## config.mk

```make
export PLATFORM = sky130hd
export DESIGN_NAME = scd_cop0
export DESIGN_NICKNAME = d
export VERILOG_FILES = /design/src/pkg/scd_pkg.sv /design/src/hdl/scd_cop0.sv
export SDC_FILE = /design/constraint.sdc
export NUM_CORES = 1
export LEC_CHECK = 0
export ABC_AREA = 1
export ABC_CLOCK_PERIOD_IN_PS = 3700
export BUFFER_PORTS_ARGS = -buffer_cell sky130_fd_sc_hd__buf_2
export CORE_MARGIN = 4
export CORE_UTILIZATION = 61
export DETAILED_ROUTE_END_ITERATION = 6
export GPL_TIMING_DRIVEN = 0
export PLACE_DENSITY = 0.81
export SETUP_SLACK_MARGIN = 0.5
export SYNTH_ARGS = -nofsm -noshare
export SYNTH_HDL_FRONTEND = slang
export SYNTH_SLANG_ARGS = --single-unit
export TNS_END_PERCENT = 50
```

## constraint.sdc

```tcl
create_clock -name mclk -period 3.7 [get_ports mclk]
set_clock_uncertainty 0.15 [all_clocks]
set_input_delay 0.74 -clock mclk [delete_from_list [all_inputs] [get_ports mclk]]
set_output_delay 0.74 -clock mclk [all_outputs]
set_load 0.01 [all_outputs]
```

## src/pkg/scd_pkg.sv

```systemverilog
/*
  scd_pkg: constants of the system-control coprocessor (dma engine and
  processor status). Assumes a single clock domain and the coprocessor
  move ports of the scalar core.
*/
package scd_pkg;

  // control register indices
  localparam logic [2:0]  REG_LOC_ADDR   = 3'h0;
  localparam logic [2:0]  REG_MAIN_ADDR  = 3'h1;
  localparam logic [2:0]  REG_IN_LEN     = 3'h2;
  localparam logic [2:0]  REG_OUT_LEN    = 3'h3;
  localparam logic [2:0]  REG_STATUS     = 3'h4;
  localparam logic [2:0]  REG_QFULL      = 3'h5;
  localparam logic [2:0]  REG_ACTIVE     = 3'h6;
  localparam logic [2:0]  REG_SEMA       = 3'h7;

  // reset values
  localparam logic [31:0] ADDR_RST       = 32'h0000_0000;
  localparam logic [31:0] LEN_RST        = 32'h0000_0000;
  localparam logic        HALT_RST       = 1'h1;

  // status read layout
  localparam int          ST_HALT        = 0;
  localparam int          ST_BROKE       = 1;
  localparam int          ST_BUSY        = 2;
  localparam int          ST_FULL        = 3;
  localparam int          ST_IOFULL      = 4;
  localparam int          ST_SSTEP       = 5;
  localparam int          ST_IRQBRK      = 6;
  localparam int          ST_SIG0        = 7;
  localparam int          ST_W           = 15;
  localparam int          NSIG           = 8;

  // status write command bits
  localparam int          CMD_CLR_HALT   = 0;
  localparam int          CMD_SET_HALT   = 1;
  localparam int          CMD_CLR_BROKE  = 2;
  localparam int          CMD_CLR_INTR   = 3;
  localparam int          CMD_SET_INTR   = 4;
  localparam int          CMD_CLR_SSTEP  = 5;
  localparam int          CMD_SET_SSTEP  = 6;
  localparam int          CMD_CLR_IRQBRK = 7;
  localparam int          CMD_SET_IRQBRK = 8;
  localparam int          CMD_SIG_BASE   = 9;

  // length register fields and address widths
  localparam int          LEN_BEAT_LSB   = 3;
  localparam int          LEN_MSB        = 11;
  localparam int          CNT_LSB        = 12;
  localparam int          CNT_MSB        = 19;
  localparam int          SKIP_LSB       = 20;
  localparam int          SKIP_MSB       = 31;
  localparam int          LOC_W          = 13;
  localparam int          MAIN_W         = 24;
  localparam logic [3:0]  BEAT_BYTES     = 4'h8;
  localparam logic [2:0]  ALIGN_ZERO     = 3'h0;

endpackage : scd_pkg
```

## src/hdl/scd_cop0.sv

```systemverilog
/*
  scd_cop0: system-control coprocessor holding the dma address and length
  registers, a two-deep request queue with a beat engine toward main and
  local memory, the processor status register and the shared semaphore.
  Assumes the scalar core, the memory arbiter and this block share mclk;
  one move strobe at most per cycle; dma_ack answers dma_req per beat.
*/
`timescale 1ns/100ps
module scd_cop0
  import scd_pkg::*;
(
  input  wire logic              mclk,
  input  wire logic              nrst,
  input  wire logic              mtc_stb,
  input  wire logic              mfc_stb,
  input  wire logic [2:0]        creg_sel,
  input  wire logic [31:0]       creg_wdata,
  output logic      [31:0]       creg_rdata_ff,
  input  wire logic              break_hit,
  input  wire logic              io_full,
  output logic                   core_halt_ff,
  output logic                   single_step_ff,
  output logic                   proc_intr_ff,
  output logic                   dma_req_ff,
  output logic                   dma_to_main_ff,
  output logic      [LOC_W-1:0]  dma_loc_addr_ff,
  output logic      [MAIN_W-1:0] dma_main_addr_ff,
  input  wire logic              dma_ack
);

  // stored registers
  logic [31:0]     loc_addr_ff;
  logic [31:0]     main_addr_ff;
  logic [31:0]     in_len_ff;
  logic [31:0]     out_len_ff;
  logic            broke_ff;
  logic            irq_brk_ff;
  logic [NSIG-1:0] sig_ff;
  logic            sema_ff;
  // pending request slot
  logic            pnd_ff;
  logic            pnd_to_main_ff;
  logic [LOC_W-1:0]  pnd_loc_ff;
  logic [MAIN_W-1:0] pnd_main_ff;
  logic [31:0]     pnd_len_ff;
  // active request progress
  logic [31:0]     act_len_ff;
  logic [8:0]      beat_ff;
  logic [7:0]      line_ff;

  // write and read decode
  wire wr_loc   = mtc_stb & (creg_sel == REG_LOC_ADDR);
  wire wr_main  = mtc_stb & (creg_sel == REG_MAIN_ADDR);
  wire wr_in    = mtc_stb & (creg_sel == REG_IN_LEN);
  wire wr_out   = mtc_stb & (creg_sel == REG_OUT_LEN);
  wire wr_stat  = mtc_stb & (creg_sel == REG_STATUS);
  wire wr_sema  = mtc_stb & (creg_sel == REG_SEMA);
  wire rd_sema  = mfc_stb & (creg_sel == REG_SEMA);

  // queue state
  wire q_full   = dma_req_ff & pnd_ff;
  wire len_take = (wr_in | wr_out) & ~q_full;

  // request built from the address registers, low bits forced to zero
  wire [LOC_W-1:0]  new_loc  = {loc_addr_ff[LOC_W-1:3], ALIGN_ZERO};
  wire [MAIN_W-1:0] new_main = {main_addr_ff[MAIN_W-1:3], ALIGN_ZERO};

  // beat and line bookkeeping of the active transfer
  wire [8:0]  last_beat = act_len_ff[LEN_MSB:LEN_BEAT_LSB];
  wire [7:0]  last_line = act_len_ff[CNT_MSB:CNT_LSB];
  wire [MAIN_W-1:0] skip = MAIN_W'(act_len_ff[SKIP_MSB:SKIP_LSB]);
  wire beat_done = dma_req_ff & dma_ack;
  wire line_end  = beat_done & (beat_ff == last_beat);
  wire xfer_end  = line_end & (line_ff == last_line);
  wire load_new  = len_take & (~dma_req_ff | (xfer_end & ~pnd_ff));
  wire load_pnd  = xfer_end & pnd_ff;
  wire to_pnd    = len_take & ~load_new;

  // next addresses of the active transfer: local is contiguous, main skips
  wire [LOC_W-1:0]  nxt_loc  = dma_loc_addr_ff + LOC_W'(BEAT_BYTES);
  wire [MAIN_W-1:0] nxt_main = dma_main_addr_ff + MAIN_W'(BEAT_BYTES)
                               + (line_end ? skip : '0);

  // status command decode, zero bits leave fields alone
  wire [31:0] cmd = wr_stat ? creg_wdata : 32'h0000_0000;
  wire nxt_halt   = (core_halt_ff & ~cmd[CMD_CLR_HALT])
                    | cmd[CMD_SET_HALT] | break_hit;
  wire nxt_broke  = (broke_ff & ~cmd[CMD_CLR_BROKE]) | break_hit;
  wire nxt_intr   = (proc_intr_ff & ~cmd[CMD_CLR_INTR]) | cmd[CMD_SET_INTR]
                    | (break_hit & irq_brk_ff);
  wire nxt_sstep  = (single_step_ff & ~cmd[CMD_CLR_SSTEP])
                    | cmd[CMD_SET_SSTEP];
  wire nxt_irqbrk = (irq_brk_ff & ~cmd[CMD_CLR_IRQBRK])
                    | cmd[CMD_SET_IRQBRK];

  // status read view
  wire [ST_W-1:0] status_rd = {sig_ff, irq_brk_ff, single_step_ff, io_full,
                               q_full, dma_req_ff, broke_ff, core_halt_ff};

  // read selection
  wire [31:0] rd_val =
    (creg_sel == REG_LOC_ADDR)  ? loc_addr_ff :
    (creg_sel == REG_MAIN_ADDR) ? main_addr_ff :
    (creg_sel == REG_IN_LEN)    ? in_len_ff :
    (creg_sel == REG_OUT_LEN)   ? out_len_ff :
    (creg_sel == REG_STATUS)    ? 32'(status_rd) :
    (creg_sel == REG_QFULL)     ? 32'(q_full) :
    (creg_sel == REG_ACTIVE)    ? 32'(dma_req_ff) :
                                  32'(sema_ff);

  // address and length registers
  always_ff @(posedge mclk or negedge nrst)
  begin
    if (!nrst)
    begin
      loc_addr_ff  <= ADDR_RST;
      main_addr_ff <= ADDR_RST;
      in_len_ff    <= LEN_RST;
      out_len_ff   <= LEN_RST;
    end
    else
    begin
      if (wr_loc)  loc_addr_ff  <= creg_wdata;
      if (wr_main) main_addr_ff <= creg_wdata;
      if (wr_in & len_take)  in_len_ff  <= creg_wdata;
      if (wr_out & len_take) out_len_ff <= creg_wdata;
    end
  end

  // read data and semaphore; a read sets it, a zero write frees it
  always_ff @(posedge mclk or negedge nrst)
  begin
    if (!nrst)
    begin
      creg_rdata_ff <= 32'h0000_0000;
      sema_ff       <= 1'h0;
    end
    else
    begin
      if (mfc_stb) creg_rdata_ff <= rd_val;
      if (rd_sema)      sema_ff <= 1'h1;
      else if (wr_sema) sema_ff <= |creg_wdata;
    end
  end

  // processor status control bits
  always_ff @(posedge mclk or negedge nrst)
  begin
    if (!nrst)
    begin
      core_halt_ff   <= HALT_RST;
      broke_ff       <= 1'h0;
      proc_intr_ff   <= 1'h0;
      single_step_ff <= 1'h0;
      irq_brk_ff     <= 1'h0;
    end
    else
    begin
      core_halt_ff   <= nxt_halt;
      broke_ff       <= nxt_broke;
      proc_intr_ff   <= nxt_intr;
      single_step_ff <= nxt_sstep;
      irq_brk_ff     <= nxt_irqbrk;
    end
  end

  // signal flags, one clear and one set command bit each
  genvar gi;
  generate
    for (gi = 0; gi < NSIG; gi++)
    begin : g_sig
      wire clr_s = cmd[CMD_SIG_BASE + 2*gi];
      wire set_s = cmd[CMD_SIG_BASE + 2*gi + 1];
      always_ff @(posedge mclk or negedge nrst)
      begin
        if (!nrst) sig_ff[gi] <= 1'h0;
        else       sig_ff[gi] <= (sig_ff[gi] & ~clr_s) | set_s;
      end
    end
  endgenerate

  // pending slot of the double buffer
  always_ff @(posedge mclk or negedge nrst)
  begin
    if (!nrst)
    begin
      pnd_ff         <= 1'h0;
      pnd_to_main_ff <= 1'h0;
      pnd_loc_ff     <= '0;
      pnd_main_ff    <= '0;
      pnd_len_ff     <= LEN_RST;
    end
    else if (to_pnd)
    begin
      pnd_ff         <= 1'h1;
      pnd_to_main_ff <= wr_out;
      pnd_loc_ff     <= new_loc;
      pnd_main_ff    <= new_main;
      pnd_len_ff     <= creg_wdata;
    end
    else if (load_pnd)
      pnd_ff <= 1'h0;
  end

  // active transfer: load, beat stepping and completion
  always_ff @(posedge mclk or negedge nrst)
  begin
    if (!nrst)
    begin
      dma_req_ff       <= 1'h0;
      dma_to_main_ff   <= 1'h0;
      dma_loc_addr_ff  <= '0;
      dma_main_addr_ff <= '0;
      act_len_ff       <= LEN_RST;
      beat_ff          <= '0;
      line_ff          <= '0;
    end
    else if (load_new)
    begin
      dma_req_ff       <= 1'h1;
      dma_to_main_ff   <= wr_out;
      dma_loc_addr_ff  <= new_loc;
      dma_main_addr_ff <= new_main;
      act_len_ff       <= creg_wdata;
      beat_ff          <= '0;
      line_ff          <= '0;
    end
    else if (load_pnd)
    begin
      dma_req_ff       <= 1'h1;
      dma_to_main_ff   <= pnd_to_main_ff;
      dma_loc_addr_ff  <= pnd_loc_ff;
      dma_main_addr_ff <= pnd_main_ff;
      act_len_ff       <= pnd_len_ff;
      beat_ff          <= '0;
      line_ff          <= '0;
    end
    else if (xfer_end)
      dma_req_ff <= 1'h0;
    else if (beat_done)
    begin
      dma_loc_addr_ff  <= nxt_loc;
      dma_main_addr_ff <= nxt_main;
      beat_ff          <= line_end ? '0 : beat_ff + 9'h001;
      line_ff          <= line_end ? line_ff + 8'h01 : line_ff;
    end
  end
endmodule // scd_cop0

```

==> flow_metrics.tcl, run 1 <==
set metrics [dict create \
    numCtsBuffers 34 \
    grt_max_degree 125 \
    power_leakage_nw 9.60 \
    synthTopCellsByArea "dfrtp_1, nand2_1, o21ai_0" \
    num_antenna_cells 0 \
    status "finished with violations" \
    slew_violations 0 \
    report.final.hold_viol_count 0 \
    crit_path_end_kind "flip-flop" \
    synth.top_cells.by_count "nand2_1, dfrtp_1, o21ai_0, inv_1" \
    synth-async-reset-ratio 1.00 \
    power_density_nw_per_um2 684 \
    required_ps 4000 \
    clk_latency_ps 530 \
    rows 58 \
    critPathArrivalTime_ps 3730 \
    ir_worst_vdd_mv 0.391 \
    dr.first_iter.drc_count 1911 \
    dieArea_um2 28500 \
    path_clk_slew_ps 60 \
    routed_via_density 6.05 \
    syn_avg_cell_area_um2 7.86 \
    ys_ff_latch 318 \
    drt-total-wl_um 52900 \
    fin_ws_ps 265 \
    synth_warnings 0 \
    antenna_found_initial 0 \
    track_usage 0.356 \
    grt_pass1_wl_um 80500 \
    io_buffers 111 \
    ys.flop_type "dfrtp_1" \
    synth.largest_area_cell "dfrtp_1" \
    timing.fmax_mhz 291 \
    tritoncts "yes" \
    dr.pass1.iters 7 \
    pre_cts_ws_ps -430 \
    setup_viol_count_final 0 \
    synth_cells 2008 \
    core_um2 25300 \
    critPathMaxFanout 5 \
    fp.dieW_um 169 \
    postCtsHoldBufs 0 \
    rsz0062_at_grt "true" \
    drive_gt1_frac 0.181 \
    htree_levels 2 \
    area_growth_pct 21.7 \
    clockBufferDepth 3 \
    yosys.cell_types.count 42 \
    io_pins 116 \
    post-synth-top-count-cell "nand2_1" \
    worstSetupStartpointType "flip-flop" \
    drc_errors 5 \
    drtAntennaViolNets 0 \
    fin_crit_sh 0.928 \
    cap_violations 0 \
    cts.sinks 318 \
    post-dp-hpwl_um 35400 \
    synth-seq-area-share 0.504 \
    failed_checks "DRC" \
    hold_path.class "in2async" \
    synth_top_cell_area_share 0.503 \
    vias 15415 \
    first_global_vias 14965 \
    p_total_mw 13.1 \
    die_h_um 169 \
    fillCellCount 1811 \
    final_nets 2260 \
    slew_headroom 0.196 \
    routabilityCongestion 0.995 \
    cts_root_buffer "clkbuf_16" \
    synth_edf_count 0 \
    tightest_slew_ps 1200 \
    overflow 0 \
    syn-cell-area_um2 15800 \
    crit_type "reg2reg" \
    start_util 0.623 \
    wl_per_cell_um 20.8 \
    min_period_ps 3430 \
]
-- logic make-up after synthesis --
group                      after synthesis  synth area share
other                                    1          0.000238
and+or+nand+nor                        997             0.259
DFF                                    318             0.504
adders and majority gates               28            0.0227
AOI/OAI and AO/OA                      350             0.122
buffers and inverters                  283            0.0741
xor gates and xnor gates                31            0.0172
-- cell usage in the layout, fill, tap and decap left out, drive strengths merged, types with 2 or more instances in the layout --
cell and n:
nor4 8, dfrtp 317, o221ai 2, nand4 44, xor2 25, or2 2
o21ai 256, a41oi 9, o211ai 31, clkinv 8, inv 181, xnor2 6
o2111ai 2, a21oi 31, nor2 84, buf 182, nand3b 3, clkbuf 110
bufinv 7, nor3 6, a22oi 17, nand3 81, a21boi 2, conb 3
nand2 767, ha 27
-- registers in the layout, indices dropped and copies added (netlist names), 24 cells and up --
name / count
act_len_ff: 29
creg_rdata_ff: 32
dma_main_addr_ff: 24
in_len_ff: 32
loc_addr_ff: 32
main_addr_ff: 32
out_len_ff: 32
pnd_len_ff: 29
-- layer usage --
metal  routed length, um  part of all wire  up-vias  global-route usage
li1                    -                 -     6833                   -
met1               20200              0.38     7352               0.468
met2               24800              0.47     1013               0.577
met3                5190             0.098      217              0.0719
met4                2690             0.051        0               0.157
met5                   0                 0        -                   0
-- what timing repair did --
action                                  4_1_cts  5_1_grt
pin swaps                                    17       58
hold endpoints to repair                      0        0
endpoints found under the setup margin       20       20
resized for setup                            76       93
cloned                                        1        0
buffers inserted                             13       17
-- where the power goes --
group | internal (mW) | switching, mW
Sequential | 4.65 | 0.912
Clock | 2.40 | 1.45
Combinational | 1.49 | 2.24
Total | 8.54 | 4.60
-- critical path, cell delays in order (launching register included) --
cell	delay (ps)
dfrtp_2	460
nand2_1	80
nand2_1	110
nor2_2	170
nand2_2	90
nor2_4	100
buf_6	140
inv_8	50
buf_8	140
nor2_4	110
ha_4	220
ha_4	320
nand2_2	90
nor2_1	140
nand2_1	100
nand2_2	150
xor2_1	190
inv_1	80
nand2_1	90
nand3_1	110
nand2_1	120
nand2_1	80
nand2_1	70
-- final timing paths --
path,startpoint,cells after the start,slack [ps],end
min in group mclk,break_hit,3,320,broke_ff
min reg2reg,pnd_loc_ff[5],2,330,pnd_loc_ff[5]
min,nrst,1,110,creg_rdata_ff[18]
max in group asynchronous,nrst,2,2170,beat_ff[7]
max,beat_ff[2],22,270,dma_main_addr_ff[8]
max reg2reg,beat_ff[2],22,270,dma_main_addr_ff[8]
-- metrics by stage --
step	TNS, ps	utilization	cells	area, um2	hold WS (ps)
4_1_cts	0	0.738	2529	18700	119
3_5_place_dp	-5270	0.667	2453	16900	320
6_report	0	0.758	2546	19200	108
3_3_place_gp	-1320590	0.665	2451	16800	311
2_1_floorplan	0	-	2010	15900	294
5_1_grt	0	0.758	2546	19200	160
-- area by class of cell --
class	count	area, um2	share of cell area
flip-flops and latches	318	7960	0.415
multi-input cells	1409	7450	0.388
clock buffers	49	1010	0.0525
repair buffers	144	886	0.0461
inverters	184	708	0.0369
plain buffers	99	510	0.0266
well taps	330	413	0.0215
clock inverters	13	265	0.0138
Note: power is estimated with default switching activity, not from simulation.
==> inputs of run 2 (changes only) <==
--- a/config.mk
+++ b/config.mk
@@ -7,12 +7,13 @@
 export LEC_CHECK = 0
 export ABC_AREA = 1
 export ABC_CLOCK_PERIOD_IN_PS = 3700
-export BUFFER_PORTS_ARGS = -buffer_cell sky130_fd_sc_hd__buf_2
+export BUFFER_PORTS_ARGS = -buffer_cell sky130_fd_sc_hd__buf_4
 export CORE_MARGIN = 4
 export CORE_UTILIZATION = 61
 export DETAILED_ROUTE_END_ITERATION = 6
 export GPL_TIMING_DRIVEN = 0
 export PLACE_DENSITY = 0.81
+export REMOVE_ABC_BUFFERS = 1
 export SETUP_SLACK_MARGIN = 0.5
 export SYNTH_ARGS = -nofsm -noshare
 export SYNTH_HDL_FRONTEND = slang
==> run 2 against run 1 <==
The flow now finishes without violations. Design area grew 0.57%. Register-to-register slack lost 170 ps. Total power shrank 1.2%. Sequential power is essentially flat. Fmax shrank 4.8%. Largest cell class unchanged.
==> flow_metrics.tcl, run 2 (synthesis results as in run 1) <==
set metrics [dict create \
    fillCellCount 1749 \
    clock_power_share 0.280 \
    switching_share 0.350 \
    power_density_nw_per_um2 673 \
    io_buffers 112 \
    path_common_cell "nand2_1" \
    critPathArrivalTime_ps 3850 \
    num_antenna_cells 0 \
    cts_root_buffer "clkbuf_16" \
    routed_via_density 6.08 \
    ir_worst_vdd_mv 0.407 \
    postCtsHoldBufs 0 \
    fin_util 0.763 \
    io_pins 116 \
    cp_top_family "simple AND/OR/NAND/NOR gates" \
    crit_buf_inv 4 \
    timing.fmax_mhz 277 \
    routabilityCongestion 0.925 \
    place_area_um2 16800 \
    crit_type "reg2reg" \
    dr.pass1.iters 6 \
    min_period_ps 3610 \
    final_common_cell "nand2_1" \
    cp.depth 24 \
    track_usage 0.343 \
    worstSetupStartpointType "flip-flop" \
    htree_levels 2 \
    drive_gt1_frac 0.196 \
    setup_viol_count_final 0 \
    path_clk_slew_ps 60 \
    power_leakage_nw 9.49 \
    report.final.hold_viol_count 0 \
    numCtsBuffers 35 \
    tritoncts "yes" \
    antenna_found_initial 0 \
    clockBufferDepth 3 \
    max_stage_delay_ps 370 \
    clk_latency_ps 520 \
    rsz0062_at_grt "true" \
    final_nets 2195 \
    vias 15065 \
    p_comb_frac 0.292 \
    dieArea_um2 28500 \
    fin_ws_ps 90.8 \
    grt_pass1_wl_um 78200 \
    core_um2 25300 \
    fin_crit_sh 0.975 \
    crit_path_top_delay_cell "dfrtp_1" \
    cap_violations 0 \
    dr.first_iter.drc_count 2094 \
    p_int_mw 8.45 \
    drt-total-wl_um 50300 \
    finalInstanceArea_um2 19300 \
    rows 58 \
    critPathMaxFanout 5 \
    switchingPower_mw 4.55 \
    die_h_um 169 \
    hold_ws_ps 59.0 \
    grt_max_degree 126 \
    overflow 0 \
    drtAntennaViolNets 0 \
    layout_common_cells "nand2_1, dfrtp_1, o21ai_0" \
    drc_errors 0 \
    cts.sinks 318 \
    wl_per_cell_um 20.3 \
    tightest_slew_ps 1440 \
    pre_cts_ws_ps -940 \
    r2r_cells 24 \
    area_growth_pct 22.4 \
    slew_headroom 0.0402 \
    slew_violations 0 \
    hold_path.class "in2async" \
    status "complete, no violations" \
    p_seq_frac 0.429 \
    crit_path_end_kind "flip-flop" \
    worstPathCellList "inv_1, nand2_1, nand2_1, nor2_1, nand2_2, nor2_4, clkinvlp_4, buf_12, buf_4, nor2_4, ha_4, ha_4, nand2_1, nand2_2, a21oi_2, nand2_2, nand2_2, nand2_2, nand2_1, nand3_1, nand3_1, nand2_1, nand2_1, nand2_1" \
    post-dp-hpwl_um 30200 \
    fp.dieW_um 169 \
    required_ps 3940 \
    first_global_vias 14540 \
    start_util 0.623 \
]
## run 2: cell types whose count changed in the layout (fill, tap and decap cells not counted), sizes merged, moves of 2 or more
cell and delta:
buf -8, clkinvlp +6, bufinv -3, clkbuf -65, clkinv +2
## run 2: area by class of cell
cell class / instances / area [um2] / share of cell area
Sequential cell: 318 / 7970 / 0.413
Multi-Input combinational cell: 1411 / 7520 / 0.389
Timing Repair Buffer: 174 / 1500 / 0.0775
Clock buffer: 45 / 985 / 0.0510
Inverter: 184 / 711 / 0.0368
Tap cell: 330 / 413 / 0.0214
Clock inverter: 16 / 210 / 0.0109
Timing Repair inverter: 1 / 7.51 / 0.000389
## run 2: path summary, 6_finish.rpt
path / slack, ps / start / end
max: 90 / beat_ff[8] / dma_main_addr_ff[16]
min: 60 / nrst / beat_ff[5]
max reg2reg: 90 / beat_ff[8] / dma_main_addr_ff[16]
min reg2reg: 330 / pnd_main_ff[5] / pnd_main_ff[5]
max in group asynchronous: 1810 / nrst / creg_rdata_ff[7]
min in group mclk: 320 / creg_wdata[4] / act_len_ff[4]
## run 2: power by group through the flow
stage	Clock [mW]	Combinational (mW)	Sequential, mW
after global routing	3.80	4.21	5.69
after detailed placement	0	3.02	5.54
after floorplan	0	1.94	5.38
after global placement	0	2.86	5.49
final	3.63	3.79	5.57
after CTS	3.65	3.52	5.50
## run 2: layer usage
layer  global-route usage  up-vias  wire length [um]
li1                     -     6708                 -
met1                0.466     7228             19200
met2                0.530      933             23000
met3               0.0677      196              5210
met4                0.174        0              2810
met5                    0        -                 0
## run 2: through the flow
stage                     instances  setup TNS, ps  power (mW)
final                          2479              0        13.0
after global routing           2479              0        13.7
after CTS                      2460              0        12.7
after detailed placement       2360         -57540        8.56
after global placement         2353        -592550        8.35
after floorplan                1911         -10600        7.32
## run 2: what timing repair did
item / in CTS / in global routing
pin swaps: 32 / 49
endpoints found under the setup margin: 118 / 153
buffers inserted: 37 / 17
hold endpoints to repair: 0 / 0
cloned: 2 / 2
resized for setup: 137 / 73
